<file path="config.mk">
export PLATFORM = sky130hd
export DESIGN_NAME = dpp_programmer
export DESIGN_NICKNAME = d
export VERILOG_FILES = /design/src/dpp_pkg.sv /design/src/dpp_programmer.sv
export SDC_FILE = /design/constraint.sdc
export NUM_CORES = 2
export LEC_CHECK = 0
export BUFFER_PORTS_ARGS = -buffer_cell sky130_fd_sc_hd__buf_2
export CORE_UTILIZATION = 45
export DETAILED_ROUTE_END_ITERATION = 12
export GPL_TIMING_DRIVEN = 1
export SLEW_MARGIN = 20
export SYNTH_ARGS = -nofsm -noshare
export SYNTH_HDL_FRONTEND = slang
export SYNTH_SLANG_ARGS = --single-unit
</file>
<file path="constraint.sdc">
create_clock -name ref_clk -period 2.5 [get_ports ref_clk]
set_input_delay 0.375 -clock ref_clk [delete_from_list [all_inputs] [get_ports ref_clk]]
set_output_delay 0.375 -clock ref_clk [all_outputs]
set_load 0.02 [all_outputs]
</file>
<file path="src/dpp_pkg.sv">
// Package for the data EEPROM page programmer: register map, command
// codes, field positions, timing counts and the carrier structs.
// Assumes a 32-bit AHB-Lite register bus on a 10 MHz clock.
package dpp_pkg;
    // ------------------------------------------------------------------
    // Register byte offsets
    // ------------------------------------------------------------------
    localparam logic [7:0] DPP_OFF_CMD_STAT  = 8'hF4;
    localparam logic [7:0] DPP_OFF_ADDR_LOW  = 8'hE0;
    localparam logic [7:0] DPP_OFF_ADDR_HIGH = 8'hE4;
    localparam logic [7:0] DPP_OFF_WDATA     = 8'hE8;
    localparam logic [7:0] DPP_OFF_SECURITY  = 8'hEC;
    localparam logic [7:0] DPP_OFF_MODE      = 8'hF0;
    localparam logic [7:0] DPP_CMD_STAT_RST  = 8'h00;
    // ------------------------------------------------------------------
    // Command codes
    // ------------------------------------------------------------------
    localparam logic [7:0] DPP_CMD_LOAD      = 8'h00;
    localparam logic [7:0] DPP_CMD_ERASE_PRG = 8'h68;
    localparam logic [7:0] DPP_CMD_PROGRAM_ONLY_CMD_ONLY = 8'h48;
    localparam logic [7:0] DPP_CMD_GLOB_ERS  = 8'h80;
    localparam logic [7:0] DPP_CMD_PAGE_ERS  = 8'h81;
    localparam logic [7:0] DPP_CMD_PAGE_CRC  = 8'h82;
    localparam logic [7:0] DPP_CMD_PROTECT   = 8'h83;
    localparam logic [7:0] DPP_CMD_UNPROTECT = 8'h84;
    // ------------------------------------------------------------------
    // Status bit positions
    // ------------------------------------------------------------------
    localparam int DPP_BIT_FAULT = 0;
    localparam int DPP_BIT_SECV  = 1;
    localparam int DPP_BIT_DAP   = 4;
    localparam int DPP_BIT_WE    = 6;
    localparam int DPP_BIT_BUSY  = 7;
    // Security field positions in the security register
    localparam int DPP_SEC_CODE  = 0;
    localparam int DPP_SEC_PAGE  = 8;
    localparam int DPP_SEC_CRC   = 20;
    // Mode register bits
    localparam int DPP_MODE_ICP  = 0;
    localparam int DPP_MODE_WE   = 1;
    localparam int DPP_MODE_HVE  = 2;
    // ------------------------------------------------------------------
    // Timing: array cycle time
    // ------------------------------------------------------------------
    localparam int DPP_CLK_HZ      = 10_000_000;
    localparam int DPP_PROGRAM_ONLY_CMD_US     = 20;
    localparam int DPP_PROGRAM_ONLY_CMD_CYCLES =
        (DPP_PROGRAM_ONLY_CMD_US * (DPP_CLK_HZ / 1_000_000));
    localparam int DPP_PAGE_BYTES  = 64;
    localparam int DPP_PAGES       = 4;
    // ------------------------------------------------------------------
    // Carrier types
    // ------------------------------------------------------------------
    typedef enum logic [2:0] {
        DPP_IDLE = 3'b001,
        DPP_RUN  = 3'b010,
        DPP_DONE = 3'b100
    } dpp_state_t;

    typedef struct packed {
        logic        hsel;
        logic [31:0] haddr;
        logic [1:0]  htrans;
        logic        hwrite;
        logic [2:0]  hsize;
        logic        hready;
        logic [31:0] hwdata;
    } dpp_ahb_req_t;

    typedef struct packed {
        logic [31:0] hrdata;
        logic        hreadyout;
        logic        hresp;
    } dpp_ahb_rsp_t;

    typedef struct packed {
        logic        wr_en;
        logic [7:0]  wr_addr;
        logic [7:0]  wr_data;
        logic        erase;
        logic [1:0]  erase_page;
    } dpp_array_t;
endpackage

</file>
<file path="src/dpp_programmer.sv">
// Data EEPROM page programmer: page buffer, address pair, command and
// status register, security checks and the stall of the processor.
// Assumes one AHB-Lite master, a 10 MHz clock and an array port that
// accepts one byte write or one page erase per cycle.
`timescale 1ns/1ps

// Behaviour
// - Program or erase-program command starts a cycle and stalls the processor.
// - Interrupt servicing is held off while a cycle runs.
// - Buffer-clear command clears all buffer bytes and their update flags.
// - Low address bits 5:0 index the buffer; bits 7:6 alone give the page.
// - Data write stores the byte then increments low address bits 5:0.
// - Erase-program is code 68H, program-only is code 48H.
// - Status reads and command writes share one register, reset zero.
// - Fault bit 0 on reset abort, protected access or high-voltage error.
// - Security violation bit 1 set on operations against a secured page.
// - Program violates on code bit 0 or page security bit 1.
// - Global, page erase and checksum violations follow their own bits.
// - Protect bit 4 refuses array access; protect sets, unprotect clears.
// - Write enable bit 6 shows array writes permitted.
// - Busy bit 7 set while an operation runs.
module dpp_programmer
    import dpp_pkg::*;
#(
    parameter int PROGRAM_ONLY_CMD_CYCLES = DPP_PROGRAM_ONLY_CMD_CYCLES
) (
    input  wire logic                  ref_clk,
    input  wire logic                  rst_b,
    input  wire logic                  clk_en,
    input  wire dpp_pkg::dpp_ahb_req_t ahb_req,
    output logic                       ahb_hreadyout,
    output logic                       ahb_hresp,
    output logic [31:0]                ahb_hrdata,
    input  wire logic                  hv_error_pin,
    input  wire logic                  abort_strap,
    output logic                       cpu_stall,
    output logic                       irq_hold,
    output dpp_pkg::dpp_array_t        array_port
);
    import dpp_pkg::*;

    localparam int CW = $clog2(PROGRAM_ONLY_CMD_CYCLES + 1);

    // ------------------------------------------------------------------
    // State record
    // ------------------------------------------------------------------
    typedef struct packed {
        dpp_state_t      fsm;
        logic [CW-1:0]   count;
        logic [5:0]      wr_idx;
        logic            erase_first;
        logic            data_access_protect;
        logic            secv;
        logic            fault;
        logic            busy;
        logic            mode_icp;
        logic            mode_we;
        logic [7:0]      addr_low;
        logic [7:0]      addr_high;
        logic [27:0]     security;
        logic [63:0]     upd;
        logic [63:0][7:0] buffer;
        logic            dp_valid;
        logic            dp_write;
        logic [7:0]      dp_addr;
        logic [1:0]      hv_sync;
        logic [1:0]      abort_sync;
        logic            scan_done;
        logic            hready;
        logic [31:0]     hrdata;
        logic            stall;
        dpp_array_t      arr;
    } dpp_regs_t;

    dpp_regs_t r;
    dpp_regs_t next_r;

    // Status byte as seen on a read; reserved positions stay zero
    function automatic logic [7:0] status_byte(input dpp_regs_t s);
        logic [7:0] v;
        v = 8'h00;
        v[DPP_BIT_FAULT] = s.fault;
        v[DPP_BIT_SECV]  = s.secv;
        v[DPP_BIT_DAP]   = s.data_access_protect;
        v[DPP_BIT_WE]    = s.mode_we & ~s.data_access_protect;
        v[DPP_BIT_BUSY]  = s.busy;
        return v;
    endfunction

    // Page security field for one page: three bits 0..2 per page
    function automatic logic [2:0] page_sec(input logic [27:0] sec,
                                            input logic [1:0]  pg);
        return sec[DPP_SEC_PAGE + 3*pg +: 3];
    endfunction

    logic       hv_err;
    logic [1:0] page_sel;
    logic       ahb_go;
    logic [2:0] sel_sec;
    logic [7:0] stat_now;
    assign hv_err   = r.hv_sync[1];
    // Four pages only, so the high address byte takes no part
    assign page_sel = r.addr_low[7:6];
    assign ahb_go   = ahb_req.hsel & ahb_req.hready & ahb_req.htrans[1];
    assign sel_sec  = page_sec(r.security, page_sel);
    assign stat_now = status_byte(r);

    // ------------------------------------------------------------------
    // Next-state logic
    // ------------------------------------------------------------------
    always_comb begin
        logic [7:0] cmd;
        logic       glob_v;
        next_r = r;
        cmd = r.dp_write ? ahb_req.hwdata[7:0] : 8'h00;
        glob_v = 1'b0;
        for (int p = 0; p < DPP_PAGES; p++) begin
            glob_v = glob_v | r.security[DPP_SEC_PAGE + 3*p];
        end
        next_r.hv_sync = {r.hv_sync[0], hv_error_pin};
        next_r.arr.wr_en = 1'b0;
        next_r.arr.erase = 1'b0;
        next_r.hready = 1'b1;
        // Address phase capture; data phase follows one cycle later
        next_r.dp_valid = ahb_go;
        next_r.dp_write = ahb_go & ahb_req.hwrite;
        next_r.dp_addr  = ahb_req.haddr[7:0];
        if (ahb_go && !ahb_req.hwrite) begin
            case (ahb_req.haddr[7:0])
                DPP_OFF_CMD_STAT:  next_r.hrdata = {24'h0, stat_now};
                DPP_OFF_ADDR_LOW:  next_r.hrdata = {24'h0, r.addr_low};
                DPP_OFF_ADDR_HIGH: next_r.hrdata = {24'h0, r.addr_high};
                DPP_OFF_SECURITY:  next_r.hrdata = {4'h0, r.security};
                DPP_OFF_MODE:      next_r.hrdata = {30'h0, r.mode_we,
                                                    r.mode_icp};
                default:           next_r.hrdata = 32'h0000_0000;
            endcase
        end
        // Abort strap comes from a pin: two flops before use
        next_r.abort_sync = {r.abort_sync[0], abort_strap};
        // Register writes in the data phase
        if (r.dp_write) begin
            case (r.dp_addr)
                DPP_OFF_ADDR_LOW:  next_r.addr_low = ahb_req.hwdata[7:0];
                DPP_OFF_ADDR_HIGH: next_r.addr_high = ahb_req.hwdata[7:0];
                DPP_OFF_SECURITY:  next_r.security = ahb_req.hwdata[27:0];
                DPP_OFF_MODE: begin
                    next_r.mode_icp = ahb_req.hwdata[DPP_MODE_ICP];
                    next_r.mode_we  = ahb_req.hwdata[DPP_MODE_WE];
                end
                DPP_OFF_WDATA: begin
                    if (r.data_access_protect) begin
                        next_r.fault = 1'b1;
                    end else begin
                        next_r.buffer[r.addr_low[5:0]] =
                            ahb_req.hwdata[7:0];
                        next_r.upd[r.addr_low[5:0]] = 1'b1;
                        next_r.addr_low[5:0] = r.addr_low[5:0] + 6'd1;
                    end
                end
                DPP_OFF_CMD_STAT: begin
                    case (cmd)
                        DPP_CMD_LOAD: begin
                            next_r.buffer = '0;
                            next_r.upd = '0;
                        end
                        DPP_CMD_ERASE_PRG, DPP_CMD_PROGRAM_ONLY_CMD_ONLY: begin
                            next_r.secv = 1'b0;
                            if (r.data_access_protect) begin
                                next_r.fault = 1'b1;
                            end else if (r.security[DPP_SEC_CODE] ||
                                sel_sec[1]) begin
                                next_r.secv = 1'b1;
                            end else begin
                                next_r.fault = 1'b0;
                                next_r.busy = 1'b1;
                                next_r.stall = 1'b1;
                                next_r.fsm = DPP_RUN;
                                next_r.count = '0;
                                next_r.wr_idx = 6'd0;
                                next_r.scan_done = 1'b0;
                                next_r.erase_first =
                                    (cmd == DPP_CMD_ERASE_PRG);
                            end
                        end
                        DPP_CMD_GLOB_ERS: begin
                            next_r.secv = glob_v;
                        end
                        DPP_CMD_PAGE_ERS: begin
                            next_r.secv = ~r.mode_icp &
                                sel_sec[2];
                        end
                        DPP_CMD_PAGE_CRC: begin
                            next_r.secv =
                                r.security[DPP_SEC_CRC + page_sel] &
                                ~sel_sec[1];
                        end
                        DPP_CMD_PROTECT:   next_r.data_access_protect = 1'b1;
                        DPP_CMD_UNPROTECT: next_r.data_access_protect = 1'b0;
                        default: ;
                    endcase
                end
                default: ;
            endcase
        end
        // Fault sources follow the command decode, so a set wins over
        // the clear that a program start makes in the same cycle
        if (r.abort_sync[1] && !r.busy) begin
            next_r.fault = 1'b1;
        end
        if (hv_err && r.busy) begin
            next_r.fault = 1'b1;
        end
        // Program sequencer: optional erase, then flagged bytes only
        case (r.fsm)
            DPP_IDLE: ;
            DPP_RUN: begin
                next_r.count = r.count + CW'(1);
                if (r.erase_first) begin
                    next_r.arr.erase = 1'b1;
                    next_r.arr.erase_page = page_sel;
                    next_r.erase_first = 1'b0;
                end else if (r.upd[r.wr_idx] && !r.scan_done) begin
                    next_r.arr.wr_en = 1'b1;
                    next_r.arr.wr_addr = {page_sel, r.wr_idx};
                    next_r.arr.wr_data = r.buffer[r.wr_idx];
                end
                // Index parks on the last byte; scan_done keeps that byte
                // from being written again while the cycle time runs out
                if (r.wr_idx != 6'd63 || r.erase_first) begin
                    if (!r.erase_first) begin
                        next_r.wr_idx = r.wr_idx + 6'd1;
                    end
                end else begin
                    next_r.scan_done = 1'b1;
                    if (r.count >= CW'(PROGRAM_ONLY_CMD_CYCLES - 1)) begin
                        next_r.fsm = DPP_DONE;
                    end
                end
            end
            DPP_DONE: begin
                next_r.busy = 1'b0;
                next_r.stall = 1'b0;
                next_r.fsm = DPP_IDLE;
            end
            default: next_r.fsm = DPP_IDLE;
        endcase
        // Stall the bus while a cycle runs: wait states on the next access
        if (next_r.stall && ahb_go) begin
            next_r.hready = 1'b0;
            next_r.dp_valid = 1'b0;
            next_r.dp_write = 1'b0;
        end
        if (r.stall) begin
            next_r.hready = 1'b0;
        end
    end

    // ------------------------------------------------------------------
    // Registers
    // ------------------------------------------------------------------
    always_ff @(posedge ref_clk or negedge rst_b) begin
        if (!rst_b) begin
            r <= '0;
            r.fsm <= DPP_IDLE;
            r.hready <= 1'b1;
        end else if (clk_en) begin
            r <= next_r;
        end
    end

    assign ahb_hreadyout = r.hready;
    assign ahb_hresp     = 1'b0;
    assign ahb_hrdata    = r.hrdata;
    assign cpu_stall     = r.stall;
    assign irq_hold      = r.busy;
    assign array_port    = r.arr;

    // ------------------------------------------------------------------
    // Assertions
    // ------------------------------------------------------------------
    property p_stall_busy;
        @(posedge ref_clk) disable iff (!rst_b)
        cpu_stall |-> irq_hold;
    endproperty
    a_stall_busy: assert property (p_stall_busy)
        else $error("stall without interrupt hold");

    property p_start;
        @(posedge ref_clk) disable iff (!rst_b)
        (clk_en && r.dp_write && r.dp_addr == DPP_OFF_CMD_STAT &&
         ahb_req.hwdata[7:0] == DPP_CMD_PROGRAM_ONLY_CMD_ONLY && !r.data_access_protect &&
         !r.security[DPP_SEC_CODE] && !sel_sec[1])
        |=> cpu_stall;
    endproperty
    a_start: assert property (p_start)
        else $error("program command did not stall");

    property p_resv;
        @(posedge ref_clk) disable iff (!rst_b)
        stat_now[5] == 1'b0 && stat_now[3:2] == 2'b00;
    endproperty
    a_resv: assert property (p_resv)
        else $error("reserved status bit set");

    property p_load;
        @(posedge ref_clk) disable iff (!rst_b)
        (clk_en && r.dp_write && r.dp_addr == DPP_OFF_CMD_STAT &&
         ahb_req.hwdata[7:0] == DPP_CMD_LOAD) |=> (r.upd == 64'h0);
    endproperty
    a_load: assert property (p_load)
        else $error("buffer flags not cleared");

    property p_inc;
        @(posedge ref_clk) disable iff (!rst_b)
        (clk_en && r.dp_write && r.dp_addr == DPP_OFF_WDATA && !r.data_access_protect)
        |=> r.addr_low[5:0] == $past(r.addr_low[5:0]) + 6'd1;
    endproperty
    a_inc: assert property (p_inc)
        else $error("low address not incremented");

    property p_only_flagged;
        @(posedge ref_clk) disable iff (!rst_b)
        array_port.wr_en |-> r.upd[array_port.wr_addr[5:0]];
    endproperty
    a_only_flagged: assert property (p_only_flagged)
        else $error("unflagged byte written");

    property p_secv;
        @(posedge ref_clk) disable iff (!rst_b)
        (clk_en && r.dp_write && r.dp_addr == DPP_OFF_CMD_STAT &&
         (ahb_req.hwdata[7:0] == DPP_CMD_ERASE_PRG ||
          ahb_req.hwdata[7:0] == DPP_CMD_PROGRAM_ONLY_CMD_ONLY) && !r.data_access_protect &&
         r.security[DPP_SEC_CODE]) |=> r.secv && !cpu_stall;
    endproperty
    a_secv: assert property (p_secv)
        else $error("violation not flagged");

    property p_dap;
        @(posedge ref_clk) disable iff (!rst_b)
        r.data_access_protect |-> !array_port.wr_en && !array_port.erase;
    endproperty
    a_dap: assert property (p_dap)
        else $error("array written while protected");

    c_program_only_cmd: cover property (@(posedge ref_clk) disable iff (!rst_b)
        $fell(cpu_stall));
    c_secv: cover property (@(posedge ref_clk) disable iff (!rst_b)
        $rose(r.secv));
    c_wr: cover property (@(posedge ref_clk) disable iff (!rst_b)
        array_port.wr_en);
endmodule

</file>
==> out/qor.yml <==
fin_ws_ps: -133.3
grt_overflow: 0
root_buffer: "clkbuf_16"
io_pins: 133
slew_headroom: 0.2527
drive_above_1_share: 0.2287
crit_required_ps: 3020
leakage_nw: 19.52
violations: "setup timing"
status: "complete, but fails checks"
grt_antenna_before_repair: 1
drcViolationCount: 0
first_pass_iters: 6
holdPathStages: 2
seq_area_frac_synth: 0.5123
critPathKind: "reg2reg"
grt_use_met3: 0.03807
tns_ps: -18260
worst_slew_pin_slew_ps: 1121
ir_drop_v: 0.0004616
synthCells: 3215
fin_worst_skew_ps: 45.24
synth-edff-count: 0
rows: 101
cts_sinks: 708
hp-class: "in2reg"
cts_buffer_depth: 3
rsz0062_at_grt: "yes"
htreeDepth: 3
dpl.hpwl_mm: 66.95
cp_max_fo: 10
clk_latency_ps: 640
period_share: 1.053
dominantRegCellSynth: "dfrtp_1"
vias: 25999
final_cells: 4486
multi_input_area_sq_um: 15550
regArea_sq_um: 17730
path_clk_slew_ps: 60
grtUsageTotal: 0.2630
use_met1: 0.3605
cts_buffers: 80
critPathArrivalTime_ps: 3150
met2_usage: 0.4268
place_congestion: 0.8791
area_delta_synth_final_pct: 19.87
cp-startpoint: "r[66]$_DFFE_PN0P_"
wl_per_cell_um: 23.23
fmaxAchievable_mhz: 379.8
wl_mm: 104.2
synth.distinct_cells: 68
start_util: 0.4554
drv_slew: 0
stdcell_area_sq_um: 41460
synth-seq-cells: 708
cts_tree: "built"
p_per_area_nw_per_um2: 576.5
die_x_um: 279.2
die_h_um: 279.2
die_area_sq_um: 77970
drt_iter0_markers: 2472
syn_area_sq_um: 34590
r2r_slack_ps: -130
avgSynthCellArea_sq_um: 10.76
portBuffers: 95
yosys_warnings: 0
final_util: 0.5459
fin_crit_ps: 2633
nFillCells: 6368
r2r_end: "r[272]$_DFFE_PN0P_"
whs_ps: 27.26
dpl-instance-area_sq_um: 37330
drtAntennaViolNets: 0
dp_slack_ps: -465.8
endpoint: "r[272]$_DFFE_PN0P_"
grt_pass1_wl_mm: 158.1
reg2reg_depth: 8
setup_viol: 348
nets: 3477
maxCapViolCount: 0
synthArstFlopShare: 1.000
grt_pass1_vias: 26048
power_mw: 23.90
end_kind: "flip-flop"
grt.busiest_layer: "met2"
grt_max_degree: 98
startpoint_type: "flip-flop"
avgViaCountPerCell: 5.796
dp.cells: 4256
core-area_sq_um: 75950
finalHoldViolCount: 0
reg2reg_from: "r[66]$_DFFE_PN0P_"
==> cell usage in the layout (no fill, tap or decap), types with 38 or more instances in the layout <==
cell type,synthesis,routed
dfrtp_1,706,702
nor2_1,518,509
buf_12,0,58
mux4_2,91,91
mux2i_1,537,531
o21ai_0,109,105
a21oi_1,212,204
clkbuf_16,0,89
nand3_1,117,111
a22oi_1,38,38
mux2_2,61,61
buf_4,67,205
buf_2,48,94
nand2_1,224,218
==> logic make-up (layout without fill, tap and decap cells) <==
logic type | after synthesis | count (layout) | synth area share
buffers and inverters | 376 | 608 | 0.05057
other | 1 | 7 | 0.0001084
multiplexers | 689 | 689 | 0.2345
adder cells (fa/ha/maj) | 3 | 3 | 0.001085
AND/OR/NAND/NOR | 995 | 998 | 0.1277
AO/OA/AOI/OAI | 443 | 443 | 0.07373
flip-flops | 708 | 708 | 0.5123
==> synth_stat cells (5+ instances only) <==
library cell	count	area share
mux2_2	61	0.020
nand2_1	224	0.024
nor2_2	8	0.0014
or3_1	16	0.0029
o22ai_1	19	0.0034
a221oi_1	5	0.0013
buf_1	22	0.0024
nor2b_1	5	0.00090
mux4_2	91	0.059
clkbuf_1	200	0.022
a22o_1	21	0.0053
nand4_1	15	0.0027
buf_2	48	0.0069
buf_4	67	0.015
nor2_1	518	0.056
o21ai_1	5	0.00072
o21ai_0	109	0.016
and3_1	8	0.0014
a22oi_1	38	0.0082
a21oi_1	212	0.031
nor2_4	13	0.0042
nand3_1	117	0.017
nor3_1	27	0.0039
mux2i_1	537	0.16
dfrtp_1	706	0.51
inv_1	36	0.0039
or2_2	5	0.00090
nand2b_1	8	0.0014
nor2_8	8	0.0046
==> where the power goes <==
| group | switching (mW) | internal [mW] |
|---|---|---|
| registers | 0.0268 | 11.5 |
| logic | 0.568 | 0.197 |
| clock network | 4.87 | 6.75 |
==> critical path: stages (launching register included) <==
cell     delay, ps
dfrtp_1        380
nand3_2        110
or3b_4         440
o32a_1         330
or3_4          480
nor3_1         190
buf_4          270
mux2i_1        240
nor2_1          70
==> area by class of cell <==
type / count / share of cell area
Antenna cell: 2 / 0.0001207
Clock buffer: 106 / 0.05332
Clock inverter: 33 / 0.008178
Inverter: 36 / 0.003259
Multi-Input combinational cell: 2138 / 0.3750
Sequential cell: 708 / 0.4276
Tap cell: 1030 / 0.03108
Timing Repair Buffer: 433 / 0.1014
==> sequential cells by signal, indices dropped and copies added (netlist names) <==
signal and flops:
cpu_stall 1, page_sel 2, hv_err 1, ahb_hreadyout 1
r 652, next_r 2, array_port 20, irq_hold 1
ahb_hrdata 28
==> repair_timing <==
action                                  CTS  global route
endpoints found under the setup margin  464           595
pin swaps                                10            23
buffers inserted                         22            25
hold buffers                             27             0
endpoints found under the hold margin    55             0
resized for setup                        64           105
gates cloned                              5            12
==> routing by layer <==
layer	up-vias	routed length [um]
li1	11505	-
met1	13392	44660
met2	914	50050
met3	188	6279
met4	0	3219
met5	-	0
==> how the worst min path moves through the flow <==
stage,startpoint,to,slack (ps)
4_1_cts,ahb_req[42],r[62]$_DFFE_PN0P_,2
2_1_floorplan,rst_b,ahb_hrdata[0]$_DFFE_PN0P_,80
3_3_place_gp,rst_b,r[262]$_DFFE_PN0P_,340
5_1_grt,ahb_req[42],r[62]$_DFFE_PN0P_,1
3_5_place_dp,rst_b,r[110]$_DFFE_PN0P_,340
6_report,ahb_req[42],r[62]$_DFFE_PN0P_,30
(Power assumes the default switching activity.)
